$ cat src/include/pcfg_pkg.sv
// Constants and types for the GPIO port pin configuration block
package pcfg_pkg;

  typedef logic [7:0]  pcfg_byte_t;
  typedef logic [11:0] pcfg_addr_t;

  // ------------------------------------------------------------
  // Register addresses
  // ------------------------------------------------------------
  localparam pcfg_addr_t PCFG_BASE_ADDR   = 12'hFD0;
  localparam pcfg_addr_t PCFG_PORT_STRIDE = 12'h004;
  localparam pcfg_addr_t PCFG_SEL_OFS     = 12'h000;
  localparam pcfg_addr_t PCFG_CTL_OFS     = 12'h001;

  // ------------------------------------------------------------
  // Subregister selector codes
  // ------------------------------------------------------------
  localparam pcfg_byte_t PCFG_SEL_NONE  = 8'h00;
  localparam pcfg_byte_t PCFG_SEL_DIR   = 8'h01;
  localparam pcfg_byte_t PCFG_SEL_AF    = 8'h02;
  localparam pcfg_byte_t PCFG_SEL_OD    = 8'h03;
  localparam pcfg_byte_t PCFG_SEL_HD    = 8'h04;
  localparam pcfg_byte_t PCFG_SEL_WAKE  = 8'h05;
  localparam pcfg_byte_t PCFG_SEL_FIRST_FREE = 8'h09;

  // Index of each held subregister in the bank
  localparam int PCFG_SUB_AF   = 0;
  localparam int PCFG_SUB_OD   = 1;
  localparam int PCFG_SUB_HD   = 2;
  localparam int PCFG_SUB_WAKE = 3;
  localparam int PCFG_NUM_SUB  = 4;

  localparam pcfg_byte_t PCFG_SUB_SEL [PCFG_NUM_SUB] = '{PCFG_SEL_AF, PCFG_SEL_OD, PCFG_SEL_HD, PCFG_SEL_WAKE};

  // ------------------------------------------------------------
  // Reset values and port identity
  // ------------------------------------------------------------
  localparam pcfg_byte_t PCFG_RST_ZERO    = 8'h00;
  localparam pcfg_byte_t PCFG_RST_PORT_D  = 8'h01;
  localparam pcfg_byte_t PCFG_RST_SMALL_A = 8'h04;
  localparam logic [1:0] PCFG_PORT_A      = 2'h0;
  localparam logic [1:0] PCFG_PORT_D      = 2'h3;

  // Reset value of one subregister for a given port and package
  function automatic pcfg_byte_t pcfg_reset_val(input int sub, input logic [1:0] port, input logic small_pkg);
    pcfg_byte_t v;
    v = PCFG_RST_ZERO;
    if (sub == PCFG_SUB_AF || sub == PCFG_SUB_OD) begin
      if (port == PCFG_PORT_D) begin
        v = PCFG_RST_PORT_D;
      end
    end
    if (sub == PCFG_SUB_AF && port == PCFG_PORT_A && small_pkg) begin
      v = PCFG_RST_SMALL_A;
    end
    return v;
  endfunction

endpackage

$ cat src/rtl/pcfg_port.sv
// GPIO port pin configuration: indirect subregisters and pad control
//
// Function
// Selector 02H reaches alternate function enable
// Enable 0: plain I/O, direction bit rules
// Enable 1: alternate function owns the pin
// Set1 and set2 bits pick one of four
// Enable resets 00H, port D 01H, small-A 04H
// Software enables only pins having alternate functions
// Selector 03H reaches open-drain control
// Open-drain bit 1 removes source current
// Open-drain acts even under alternate function
// Open-drain resets 00H, port D 01H
// Selector 04H reaches high drive enable
// High drive bit sets current, resets 0
// Selector 05H reaches wake source enable
// In stop, enabled pin edge starts recovery
// Selector 00H or 09H up reaches nothing
// Direction 0 drives data, 1 tristates, samples
// Per port: selector, control, four apart
// Control access touches only selected subregister
`timescale 1ns/1ns
module pcfg_port #(
  parameter logic [1:0] PORT_IDX  = 2'h0,
  parameter logic       SMALL_PKG = 1'b0
) (
  // Clock and reset
  input  wire logic                 clk,
  input  wire logic                 rstn,
  // Register file access
  input  wire pcfg_pkg::pcfg_addr_t bus_addr,
  input  wire logic                 bus_wr,
  input  wire logic                 bus_rd,
  input  wire pcfg_pkg::pcfg_byte_t bus_wdata,
  output pcfg_pkg::pcfg_byte_t      bus_rdata,
  // Settings held by neighbouring registers
  input  wire pcfg_pkg::pcfg_byte_t port_direction_register,
  input  wire pcfg_pkg::pcfg_byte_t out_data,
  input  wire pcfg_pkg::pcfg_byte_t alt_set1,
  input  wire pcfg_pkg::pcfg_byte_t alt_set2,
  // Alternate function peripherals, 8 bits per function
  input  wire logic [31:0]          alt_out,
  input  wire logic [31:0]          alt_oe,
  // Pins and power state
  input  wire pcfg_pkg::pcfg_byte_t pin_in,
  input  wire logic                 stop_mode,
  // Pad controls, sampled pin levels and stop-mode wake request
  output pcfg_pkg::pcfg_byte_t      pad_out,
  output pcfg_pkg::pcfg_byte_t      pad_oe,
  output pcfg_pkg::pcfg_byte_t      pad_high_drive,
  output logic [15:0]               alt_select,
  output pcfg_pkg::pcfg_byte_t      in_data,
  output logic                      stop_wake_req
);
  import pcfg_pkg::*;

  // ------------------------------------------------------------
  // Address decode
  // ------------------------------------------------------------
  localparam pcfg_addr_t PORT_BASE = 12'(PCFG_BASE_ADDR + PCFG_PORT_STRIDE * {10'h000, PORT_IDX});
  localparam pcfg_addr_t SEL_ADDR  = 12'(PORT_BASE + PCFG_SEL_OFS);
  localparam pcfg_addr_t CTL_ADDR  = 12'(PORT_BASE + PCFG_CTL_OFS);

  logic                         hit_sel;
  logic                         hit_ctl;
  pcfg_byte_t                   selector;
  logic [PCFG_NUM_SUB-1:0]      sub_we;
  pcfg_byte_t [PCFG_NUM_SUB-1:0] sub_q;
  pcfg_byte_t                   af_en;
  pcfg_byte_t                   od_en;
  pcfg_byte_t                   hd_en;
  pcfg_byte_t                   wake_en;
  pcfg_byte_t                   next_rdata;

  assign hit_sel = (bus_addr == SEL_ADDR);
  assign hit_ctl = (bus_addr == CTL_ADDR);

  assign af_en   = sub_q[PCFG_SUB_AF];
  assign od_en   = sub_q[PCFG_SUB_OD];
  assign hd_en   = sub_q[PCFG_SUB_HD];
  assign wake_en = sub_q[PCFG_SUB_WAKE];

  // ------------------------------------------------------------
  // Subregister selector
  // ------------------------------------------------------------
  always_ff @(posedge clk or negedge rstn) begin
    if (!rstn) begin
      selector <= PCFG_SEL_NONE;
    end else if (bus_wr && hit_sel) begin
      selector <= bus_wdata;
    end
  end

  // ------------------------------------------------------------
  // Subregister bank
  // ------------------------------------------------------------
  // Codes 00H and 09H-FFH match no entry, so a stray write is harmless
  generate
    for (genvar k = 0; k < PCFG_NUM_SUB; k++) begin : g_sub
      assign sub_we[k] = bus_wr && hit_ctl && (selector == PCFG_SUB_SEL[k]);

      pcfg_subreg #(
        .RESET_VAL (pcfg_reset_val(k, PORT_IDX, SMALL_PKG))
      ) u_subreg (
        .clk   (clk),
        .rstn  (rstn),
        .wr_en (sub_we[k]),
        .wdata (bus_wdata),
        .q     (sub_q[k])
      );
    end
  endgenerate

  // ------------------------------------------------------------
  // Read path
  // ------------------------------------------------------------
  // Codes held by neighbouring registers (direction, pull-up, sets) read 00H here
  always_comb begin
    next_rdata = PCFG_RST_ZERO;
    if (hit_sel) begin
      next_rdata = selector;
    end else if (hit_ctl) begin
      for (int k = 0; k < PCFG_NUM_SUB; k++) begin
        if (selector == PCFG_SUB_SEL[k]) begin
          next_rdata = sub_q[k];
        end
      end
    end
  end

  always_ff @(posedge clk or negedge rstn) begin
    if (!rstn) begin
      bus_rdata <= PCFG_RST_ZERO;
    end else if (bus_rd) begin
      bus_rdata <= next_rdata;
    end else begin
      bus_rdata <= PCFG_RST_ZERO;
    end
  end

  // ------------------------------------------------------------
  // Pad control
  // ------------------------------------------------------------
  // Enabling a pin with no function behind it picks whatever that slot
  // carries; software must avoid it
  pcfg_byte_t  next_pad_out;
  pcfg_byte_t  next_pad_oe;
  logic [15:0] next_alt_select;

  generate
    for (genvar i = 0; i < 8; i++) begin : g_pin
      logic [1:0] fsel;
      logic       drv_val;
      logic       drv_en;

      assign fsel = {alt_set2[i], alt_set1[i]};
      assign next_alt_select[2*i+1:2*i] = af_en[i] ? fsel : 2'h0;

      always_comb begin
        if (af_en[i]) begin
          drv_val = alt_out[{fsel, 3'(i)}];
          drv_en  = alt_oe[{fsel, 3'(i)}];
        end else begin
          drv_val = out_data[i];
          drv_en  = !port_direction_register[i];
        end
      end

      // A high level is left to the pull-up in open-drain mode
      assign next_pad_out[i] = drv_val;
      assign next_pad_oe[i]  = drv_en && !(od_en[i] && drv_val);
    end
  endgenerate

  always_ff @(posedge clk or negedge rstn) begin
    if (!rstn) begin
      pad_out    <= PCFG_RST_ZERO;
      pad_oe     <= PCFG_RST_ZERO;
      alt_select <= 16'h0000;
    end else begin
      pad_out    <= next_pad_out;
      pad_oe     <= next_pad_oe;
      alt_select <= next_alt_select;
    end
  end

  always_ff @(posedge clk or negedge rstn) begin
    if (!rstn) begin
      pad_high_drive <= PCFG_RST_ZERO;
    end else begin
      pad_high_drive <= hd_en;
    end
  end

  // Pins are sampled every cycle; only input pins carry meaning
  always_ff @(posedge clk or negedge rstn) begin
    if (!rstn) begin
      in_data <= PCFG_RST_ZERO;
    end else begin
      in_data <= pin_in;
    end
  end

  // ------------------------------------------------------------
  // Stop-mode wake
  // ------------------------------------------------------------
  pcfg_wake u_wake (
    .clk       (clk),
    .rstn      (rstn),
    .stop_mode (stop_mode),
    .pin_in    (pin_in),
    .wake_en   (wake_en),
    .wake_req  (stop_wake_req)
  );
endmodule

$ cat src/rtl/pcfg_subreg.sv
// One 8-bit configuration subregister with a fixed reset value
`timescale 1ns/1ns
module pcfg_subreg #(
  parameter pcfg_pkg::pcfg_byte_t RESET_VAL = 8'h00
) (
  // Clock and reset
  input  wire logic                 clk,
  input  wire logic                 rstn,
  // Write side
  input  wire logic                 wr_en,
  input  wire pcfg_pkg::pcfg_byte_t wdata,
  // Stored value
  output pcfg_pkg::pcfg_byte_t      q
);
  import pcfg_pkg::*;

  always_ff @(posedge clk or negedge rstn) begin
    if (!rstn) begin
      q <= RESET_VAL;
    end else if (wr_en) begin
      q <= wdata;
    end
  end

endmodule

$ cat src/rtl/pcfg_wake.sv
// Stop-mode wake detector: any edge on an enabled pin
`timescale 1ns/1ns
module pcfg_wake (
  // Clock and reset
  input  wire logic                 clk,
  input  wire logic                 rstn,
  // Pins and enables
  input  wire logic                 stop_mode,
  input  wire pcfg_pkg::pcfg_byte_t pin_in,
  input  wire pcfg_pkg::pcfg_byte_t wake_en,
  // Recovery request
  output logic                      wake_req
);
  import pcfg_pkg::*;

  pcfg_byte_t prev_pin;
  pcfg_byte_t next_edge;

  assign next_edge = (pin_in ^ prev_pin) & wake_en;

  always_ff @(posedge clk or negedge rstn) begin
    if (!rstn) begin
      prev_pin <= PCFG_RST_ZERO;
    end else begin
      prev_pin <= pin_in;
    end
  end

  // Held high while edges keep coming; recovery logic takes the first one
  always_ff @(posedge clk or negedge rstn) begin
    if (!rstn) begin
      wake_req <= 1'b0;
    end else begin
      wake_req <= stop_mode && (|next_edge);
    end
  end
endmodule

$ cat config.mk
export PLATFORM = sky130hd
export DESIGN_NAME = pcfg_port
export DESIGN_NICKNAME = d
export VERILOG_FILES = /design/src/include/pcfg_pkg.sv /design/src/rtl/pcfg_port.sv /design/src/rtl/pcfg_subreg.sv /design/src/rtl/pcfg_wake.sv
export SDC_FILE = /design/constraint.sdc
export NUM_CORES = 1
export LEC_CHECK = 0
export ABC_AREA = 1
export BUFFER_PORTS_ARGS = -buffer_cell sky130_fd_sc_hd__buf_2
export CORE_MARGIN = 4
export CORE_UTILIZATION = 46
export CTS_BUF_LIST = sky130_fd_sc_hd__clkbuf_4 sky130_fd_sc_hd__clkbuf_8
export CTS_CLUSTER_DIAMETER = 30
export DETAILED_ROUTE_END_ITERATION = 7
export GPL_TIMING_DRIVEN = 0
export PLACE_DENSITY = 0.81
export SETUP_SLACK_MARGIN = 0.3
export SLEW_MARGIN = 20
export SYNTH_ARGS = -nofsm -noshare
export SYNTH_HDL_FRONTEND = slang
export SYNTH_HIERARCHICAL = 1
export SYNTH_SLANG_ARGS = --single-unit
$ cat constraint.sdc
create_clock -name clk -period 1.5 [get_ports clk]
set_clock_uncertainty 0.05 [all_clocks]
set_input_delay 0.15 -clock clk [delete_from_list [all_inputs] [get_ports clk]]
set_output_delay 0.15 -clock clk [all_outputs]
set_load 0.05 [all_outputs]
==> impl_metrics.tcl, run 1 <==
set metrics [dict create \
    worstPathRequired_ps 1740 \
    yosys-top-cells-area "dfrtp_1, nand2_1, o21ai_0" \
    viasPerCell 4.98 \
    postLayoutCoreUtil_pct 69.8 \
    syn_area_um2 4840 \
    multiInputGateArea_um2 2110 \
    synth_top_area_cell "dfrtp_1" \
    numPortBuffers 185 \
    place_inst 936 \
    worstPathMaxFanout 8 \
    synth_compound_area_share_pct 9.00 \
    final_common_cell "nand2_1" \
    maxCapViolCount 0 \
    overflow 0 \
    powerDensity_nw_per_um2 742 \
    grt_pass1_wl_um 22600 \
    max_freq_mhz 646 \
    grt_util_all_layers_pct 22.3 \
    syn_nets 743 \
    antenna_left 0 \
    clk_latency_ps 370 \
    start_kind "flop" \
    ys_seq_area_share_pct 54.3 \
    die_h_um 111 \
    drv_slew 0 \
    slowest_stage "dfrtp_1" \
    htreeDepth 3 \
    slew_headroom_pct 72.7 \
    hp-class "in2reg" \
    cts_buffers 9 \
    finalHoldViolCount 0 \
    stdcell_count 1015 \
    power_frac_seq_pct 54.3 \
    ys_warn_count 6 \
    synth_top_family_by_area "simple AND/OR/NAND/NOR gates" \
    drc 0 \
    clockRootBuffer "clkbuf_8" \
    tightest_slew_ps 410 \
    violations "negative setup slack" \
    crit_type "reg2reg" \
    syn_avg_cell_area_um2 7.88 \
    grt_pass1_vias 4795 \
    vias 5058 \
    synthToLayoutAreaGrowth_pct 48.2 \
    synth_xor_area_share_pct 0 \
    grt_setup_unrepaired "yes" \
    wirelength_um 14400 \
    end_kind "flop" \
    status "finished with violations" \
    leakagePower_nw 4.02 \
    antenna_cells 0 \
    synth-seq-cells 105 \
    fin_nets 1003 \
    dr.pass1.iters 5 \
    die_w_um 111 \
    yosys.area_share.simple_pct 29.4 \
    period_share_pct 103 \
    start_util_pct 47.1 \
    row_count 37 \
    clock_sinks 105 \
    pwr-share-clk_pct 31.5 \
    cp_data_arrival_time_ps 1790 \
    synthMuxAreaShare_pct 0 \
    crit_family "simple AND/OR/NAND/NOR gates" \
    switching_share_pct 27.4 \
    final_cell_mix "nand2_1, buf_2, dfrtp_1, inv_1, nor2_1" \
    tns_ps -229 \
    setup_viol 9 \
    final-seq-area_um2 2630 \
    p_total_mw 5.32 \
    placeableCoreArea_um2 10300 \
    dpl.hpwl_um 9200 \
    synthAdderAreaFrac_pct 0 \
    drive_gt1_share_pct 35.8 \
    place.gp.congestion 0.893 \
    crit_buf_inv 0 \
    antenna_found_initial 0 \
    intPower_mw 3.86 \
    synth.top_cell.area_share_pct 54.3 \
    io_pins 186 \
    critPathMaxStageDelay_ps 440 \
    fin_crit_ps 1550 \
    pwr-share-comb_pct 14.2 \
    die-area_um2 12200 \
    clock_path_buffers 2 \
    wire_per_inst_um 14.2 \
    place_area_um2 6060 \
    p_sw_mw 1.46 \
    grt_max_degree 83 \
    vdd_drop_max_mv 0.454 \
    synth_cell_types 23 \
    drt_iter0_drc 248 \
    fin_area_um2 7170 \
    critical_path.cell_chain "nor2_4 -> nand2_4 -> nor2_4 -> nand2_1 -> nand3_1 -> nand2_1 -> a21oi_1" \
    clk_pin_slew_worst_paths_ps 100 \
    cts_tree "done" \
    nFillCells 774 \
    fin_ws_ps -48.1 \
    synth_cells 614 \
]
[through the flow]
step / worst slack, ps / hold WS, ps
after floorplan: 117 / -196
after global placement: -1050 / 249
after detailed placement: -278 / -33.9
after CTS: 45.8 / 5.12
after global routing: -90.7 / 15.2
final: -48.1 / 1.90
[final timing paths]
check,depth (start not counted),slack [ps],to,from
worst max-delay path,7,-50,bus_rdata[3]$_DFF_PN0_,selector[5]$_DFFE_PN0P_
worst min-delay path,4,2,pad_oe[5]$_DFF_PN0_,port_direction_register[5]
worst max register to register,7,-50,bus_rdata[3]$_DFF_PN0_,selector[5]$_DFFE_PN0P_
worst min register to register,0,390,pad_high_drive[0]$_DFF_PN0_,g_sub[2].u_subreg/q[0]$_DFFE_PN0P_
max in group asynchronous,3,570,selector[3]$_DFFE_PN0P_,rstn
min in group asynchronous,2,140,alt_select[12]$_DFF_PN0_,rstn
[power groups by stage]
stage | Sequential [mW] | Combinational, mW | Clock, mW
floorplan | 3.07 | 0.145 | 0
global placement | 2.94 | 0.587 | 0
detailed placement | 2.94 | 0.608 | 0
CTS | 2.89 | 0.697 | 1.71
global route | 2.89 | 0.830 | 1.83
finish | 2.89 | 0.755 | 1.68
[registers in the layout (all words and copies together) (netlist names)]
signal and count:
selector 8, u_wake/wake_req 1, pad_oe 8, in_data 8
alt_select 16, pad_out 8, pad_high_drive 8, u_wake/prev_pin 8
bus_rdata 8, g_sub.u_subreg/q 32
[cells in the mapped netlist]
cell type	count
o21ai_2	2
nor2_1	71
buf_4	1
nor2_2	4
o211ai_1	8
a21boi_0	1
nand3_1	20
nor3_1	11
nand2_2	1
nor2_4	3
and2_1	1
clkinv_1	2
inv_2	5
clkbuf_1	1
o21ai_0	60
inv_1	66
nand4_1	9
nand2_1	225
dfrtp_1	105
nand4_2	1
nand3_4	1
a21oi_1	10
buf_6	6
[worst register-to-register path: stages (launching register included)]
cell     delay (ps)
dfrtp_1         440
nor2_4          170
nand2_4         120
nor2_4          280
nand2_1          90
nand3_1         100
nand2_1          90
a21oi_1         140
[logic make-up (layout without fill, tap and decap cells)]
| family | after synthesis | after routing |
|---|---|---|
| simple gates | 347 | 348 |
| flops | 105 | 105 |
| compound gates | 81 | 81 |
| buf+inv | 81 | 345 |
[final cells by class]
type | count | share of cell area, %
clock inverter | 6 | 0.715
clock buffer | 10 | 1.92
multi-input combinational | 429 | 29.4
sequential | 105 | 36.7
buffer | 8 | 1.15
inverter | 73 | 4.27
timing repair buffer | 248 | 23.4
tap | 136 | 2.37
[what timing repair did]
item                       4_1_cts  5_1_grt
setup endpoints to repair       41       69
gates cloned                     1        2
hold endpoints to repair       152        0
buffers inserted                14        6
pin swaps                       24       18
gates resized for setup         42       93
hold buffers                    40        0
[routing by layer]
metal	up-vias	wire length (um)	track usage, %
met2	217	7370	38.3
li1	2451	-	-
met3	31	1020	4.93
met4	0	349	8.13
met1	2359	5650	27.5
met5	-	0	0
Note: power is estimated with default switching activity, not from simulation.
==> run 2: changes to the inputs <==
- PLACE_DENSITY: 0.81 -> 0.9
- RECOVER_POWER: unset -> 100
==> impl_metrics.tcl, run 2 (synthesis gave the netlist of run 1 again) <==
set metrics [dict create \
    drive_gt1_share_pct 38.0 \
    fin_crit_ps 1680 \
    viasPerCell 5.36 \
    crit_family "simple AND/OR/NAND/NOR gates" \
    final-seq-area_um2 2630 \
    slowest_stage "dfrtp_1" \
    maxCapViolCount 0 \
    worstPathRequired_ps 1710 \
    clk_pin_slew_worst_paths_ps 110 \
    fin_nets 1023 \
    p_total_mw 5.75 \
    wirelength_um 17900 \
    placeableCoreArea_um2 10300 \
    die_w_um 111 \
    timing.rr.start "selector[3]$_DFFE_PN0P_" \
    drc 0 \
    crit-reg2reg-capture "g_sub[2].u_subreg/q[0]$_DFFE_PN0P_" \
    htreeDepth 3 \
    finalHoldViolCount 0 \
    tightest_slew_ps 375 \
    stdcell_count 1035 \
    slew_headroom_pct 75.0 \
    die-area_um2 12200 \
    postLayoutCoreUtil_pct 73.6 \
    drt_iter0_drc 641 \
    cts_buffers 9 \
    grt_setup_unrepaired "yes" \
    numPortBuffers 185 \
    clockRootBuffer "clkbuf_8" \
    start_util_pct 47.1 \
    critical_path.cell_chain "inv_2 -> nand2_2 -> nor2_4 -> nand3_2 -> nor2_4 -> buf_6 -> clkinv_8 -> nand2_2 -> nand2_1" \
    grt_max_degree 70 \
    crit_type "reg2reg" \
    end_kind "flop" \
    synthToLayoutAreaGrowth_pct 56.3 \
    final_cell_mix "nand2_1, buf_2, dfrtp_1, inv_1, nor2_1" \
    tns_ps -2280 \
    row_count 37 \
    largest_register_ffs 32 \
    overflow 0 \
    wire_per_inst_um 17.3 \
    drv_slew 0 \
    powerDensity_nw_per_um2 759 \
    leakagePower_nw 4.18 \
    fin_area_um2 7560 \
    grt_pass1_vias 5275 \
    critPathMaxStageDelay_ps 460 \
    dpl.hpwl_um 9620 \
    clock_sinks 105 \
    start_kind "flop" \
    grt_pass1_wl_um 24800 \
    vias 5545 \
    antenna_cells 0 \
    crit_buf_inv 3 \
    vdd_drop_max_mv 0.411 \
    violations "negative setup slack" \
    top_register "g_sub.u_subreg/q" \
    hold_path_depth 3 \
    multiInputGateArea_um2 2190 \
    place_ws_ps -326 \
    cts_tree "done" \
    antenna_left 0 \
    final_common_cell "nand2_1" \
    antenna_found_initial 0 \
    period_share_pct 112 \
    status "finished with violations" \
    top_regs "g_sub.u_subreg/q (32), alt_select (16)" \
    holdPathEnd "g_sub[3].u_subreg/q[5]$_DFFE_PN0P_" \
    place_inst 936 \
    place_area_um2 6060 \
    max_freq_mhz 596 \
    timing.hold.ws_ps 11.3 \
    io_pins 186 \
    place.gp.congestion 0.885 \
    die_h_um 111 \
    hp-class "in2reg" \
    clk_latency_ps 380 \
    hold_path_startpoint "bus_wdata[5]" \
    worstPathMaxFanout 8 \
    ff2ff_path_depth 9 \
    fin_ws_ps -177 \
    r2r_slack_ps -180 \
    clock_path_buffers 2 \
    setup_viol 24 \
    dr.pass1.iters 6 \
    grt_util_all_layers_pct 24.8 \
    cp_data_arrival_time_ps 1890 \
    nFillCells 654 \
]
-- run 2: changes by cell type in the layout (fill, tap and decap cells not counted), sizes merged --
| cell | change |
|---|---|
| buf | +3 |
| bufinv | +2 |
| clkbuf | +13 |
| clkinv | +2 |
| clkinvlp | -3 |
| dlygate4sd3 | +5 |
| dlymetal6s4s | -1 |
| nand3 | -1 |
-- run 2: tightest hold or removal path: cells and delay by family --
kind,cells,cell delay (ps)
buffers and inverters,1,150
AND/OR/NAND/NOR,2,120
-- run 2: worst max-delay path by stage --
stage                                  from                            endpoint  slack, ps  cells after the start
floorplan                       bus_addr[1]  g_sub[3].u_subreg/q[1]$_DFFE_PN0P_        120                     11
global placement                       rstn             selector[1]$_DFFE_PN0P_      -1070                      1
detailed placement              bus_addr[1]  g_sub[1].u_subreg/q[0]$_DFFE_PN0P_       -330                     12
CTS                 selector[7]$_DFFE_PN0P_              bus_rdata[0]$_DFF_PN0_         20                      7
global route        selector[5]$_DFFE_PN0P_              bus_rdata[7]$_DFF_PN0_       -180                      8
finish              selector[3]$_DFFE_PN0P_  g_sub[2].u_subreg/q[0]$_DFFE_PN0P_       -180                      9
-- run 2: routing by layer --
metal / global-route usage, % / share of wire (%) / vias to the layer above
li1: - / - / 2481
met1: 27.7 / 34 / 2534
met2: 42.1 / 49 / 417
met3: 5.70 / 9.7 / 113
met4: 16.3 / 6.5 / 0
met5: 0 / 0 / -
-- run 2: what timing repair did --
action | in CTS | in global routing
pin swaps | 28 | 32
endpoints found under the setup margin | 44 | 88
setup buffers | 16 | 21
cloned | 1 | 1
hold buffers | 44 | 0
hold endpoints to repair | 95 | 0
resized for setup | 57 | 140
-- run 2: cell type report --
type | count | share of cell area (%)
plain buffers | 8 | 1.09
clock buffers | 9 | 1.64
clock inverters | 7 | 1.44
inverters | 73 | 4.15
multi-input cells | 428 | 28.9
flip-flops and latches | 105 | 34.8
well taps | 136 | 2.25
repair buffers | 269 | 25.7
-- run 2: report_power, final --
group          switching, mW  internal [mW]  leakage (nW)  total [mW]
logic                  0.462          0.335          2.69       0.797
clock network           1.08          0.976         0.118        2.06
registers             0.0168           2.87          1.37        2.89
total                   1.56           4.18          4.18        5.75
==> run 3: changes to the inputs <==
- MAX_ROUTING_LAYER: unset -> met4
==> impl_metrics.tcl, run 3 (synthesis gave the netlist of run 1 again) <==
set metrics [dict create \
    fin_crit_ps 1670 \
    wire_per_inst_um 17.7 \
    grt_util_all_layers_pct 25.5 \
    place.gp.congestion 0.900 \
    drc 48 \
    io_pins 186 \
    antenna_left 0 \
    p_sw_mw 1.58 \
    worstPathRequired_ps 1720 \
    r2r_slack_ps -170 \
    dpl.hpwl_um 9620 \
    top_register "g_sub.u_subreg/q" \
    dr.pass1.iters 8 \
    drv_slew 0 \
    numPortBuffers 185 \
    start_kind "flop" \
    die-area_um2 12200 \
    finalHoldViolCount 0 \
    clk_pin_slew_worst_paths_ps 110 \
    intPower_mw 4.19 \
    vdd_drop_max_mv 0.407 \
    violations "design-rule violations, negative setup slack" \
    pwr-share-comb_pct 13.9 \
    period_share_pct 111 \
    maxCapViolCount 0 \
    antenna_found_initial 0 \
    grt_pass1_vias 5281 \
    htreeDepth 3 \
    cp_data_arrival_time_ps 1890 \
    crit_end "g_sub[2].u_subreg/q[0]$_DFFE_PN0P_" \
    grt_max_degree 70 \
    final_cell_mix "nand2_1, buf_2, dfrtp_1, nor2_1" \
    clockRootBuffer "clkbuf_8" \
    timing.rr.start "selector[3]$_DFFE_PN0P_" \
    tightest_slew_ps 379 \
    p_total_mw 5.76 \
    clock_path_buffers 2 \
    nFillCells 645 \
    fin_ws_ps -167 \
    start_util_pct 47.1 \
    setup_viol 32 \
    timing.hold.ws_ps 11.5 \
    crit_path_start "selector[3]$_DFFE_PN0P_" \
    largest_register_ffs 32 \
    clock_sinks 105 \
    hp-class "in2reg" \
    ff2ff_path_depth 9 \
    worstPathMaxFanout 8 \
    grt_busiest_layer "met2" \
    grt_setup_unrepaired "yes" \
    crit-reg2reg-capture "g_sub[2].u_subreg/q[0]$_DFFE_PN0P_" \
    grt_use_met3_pct 5.21 \
    place_ws_ps -326 \
    synthToLayoutAreaGrowth_pct 56.6 \
    cts_tree "done" \
    wirelength_um 18300 \
    placeableCoreArea_um2 10300 \
    leakagePower_nw 4.18 \
    die_w_um 111 \
    row_count 37 \
    viasPerCell 5.44 \
    die_h_um 111 \
    power_frac_seq_pct 50.2 \
    use_met1_pct 28.4 \
    drive_gt1_share_pct 37.9 \
    powerDensity_nw_per_um2 760 \
    overflow 0 \
    top_regs "g_sub.u_subreg/q (32), alt_select (16)" \
    crit_type "reg2reg" \
    switching_share_pct 27.4 \
    antenna_cells 0 \
    max_freq_mhz 600 \
    clk_latency_ps 400 \
    pwr-share-clk_pct 36.0 \
    fin_nets 1023 \
    grt_pass1_wl_um 24800 \
    vias 5627 \
    status "finished with violations" \
    grtUsageMet2_pct 42.3 \
    cts_buffers 9 \
    drt_iter0_drc 610 \
    end_kind "flop" \
    final_common_cell "nand2_1" \
    slew_headroom_pct 74.6 \
]
-- run 3: changes by cell type in the layout (fill, tap and decap cells not counted), sizes merged --
cell / delta
buf: +4
clkbuf: -4
-- run 3: how the worst min path moves through the flow --
stage	slack, ps	startpoint	endpoint	depth (start not counted)
floorplan	-200	rstn	alt_select[0]$_DFF_PN0_	0
global placement	250	pin_in[6]	in_data[6]$_DFF_PN0_	1
detailed placement	20	rstn	alt_select[15]$_DFF_PN0_	1
CTS	2	bus_wdata[6]	g_sub[3].u_subreg/q[6]$_DFFE_PN0P_	3
global route	7	out_data[4]	pad_out[4]$_DFF_PN0_	3
finish	10	bus_wdata[5]	g_sub[3].u_subreg/q[5]$_DFFE_PN0P_	3
-- run 3: cell type report --
class | count | area (um2) | area share (%)
tap | 136 | 170 | 2.24
sequential | 105 | 2630 | 34.7
inverter | 73 | 314 | 4.14
multi-input combinational | 428 | 2190 | 28.8
timing repair buffer | 269 | 1960 | 25.9
buffer | 8 | 82.6 | 1.09
clock inverter | 7 | 109 | 1.44
clock buffer | 9 | 124 | 1.63
-- run 3: power groups by stage --
stage,sequential [mW],combinational [mW],clock [mW]
after floorplan,3.07,0.145,0
after global placement,2.94,0.585,0
after detailed placement,2.94,0.610,0
after CTS,2.89,0.709,2.05
after global routing,2.90,0.866,2.18
final,2.89,0.800,2.07
-- run 3: metal layers --
metal	wire length [um]	share of wire [%]
met1	6370	35
met2	9160	50
met3	1630	8.9
met4	1150	6.3
met5	0	0
-- run 3: repair_timing --
item / CTS / global route
buffers inserted: 16 / 21
cloned: 1 / 1
endpoints found under the hold margin: 95 / 0
pin swaps: 28 / 32
hold buffers: 44 / 0
gates resized for setup: 57 / 156
endpoints found under the setup margin: 44 / 94
-- run 3: metrics by stage --
| step | std cells | setup TNS [ps] | utilization, % | instance area (um2) |
|---|---|---|---|---|
| final | 1035 | -2470 | 73.8 | 7580 |
| after global routing | 1035 | -4290 | 73.8 | 7580 |
| after CTS | 1013 | 0 | 68.9 | 7080 |
| after detailed placement | 936 | -9240 | 58.9 | 6060 |
| after global placement | 935 | -101270 | 58.6 | 6020 |
| after floorplan | 614 | 0 | - | 4930 |
-- run 3: critical path: stages, from the launching register on --
cell      delay, ps
dfrtp_1         460
inv_2           150
nand2_2          90
nor2_4          170
nand3_2         120
nor2_4          110
buf_6           140
clkinv_8         90
nand2_2          80
nand2_1          90
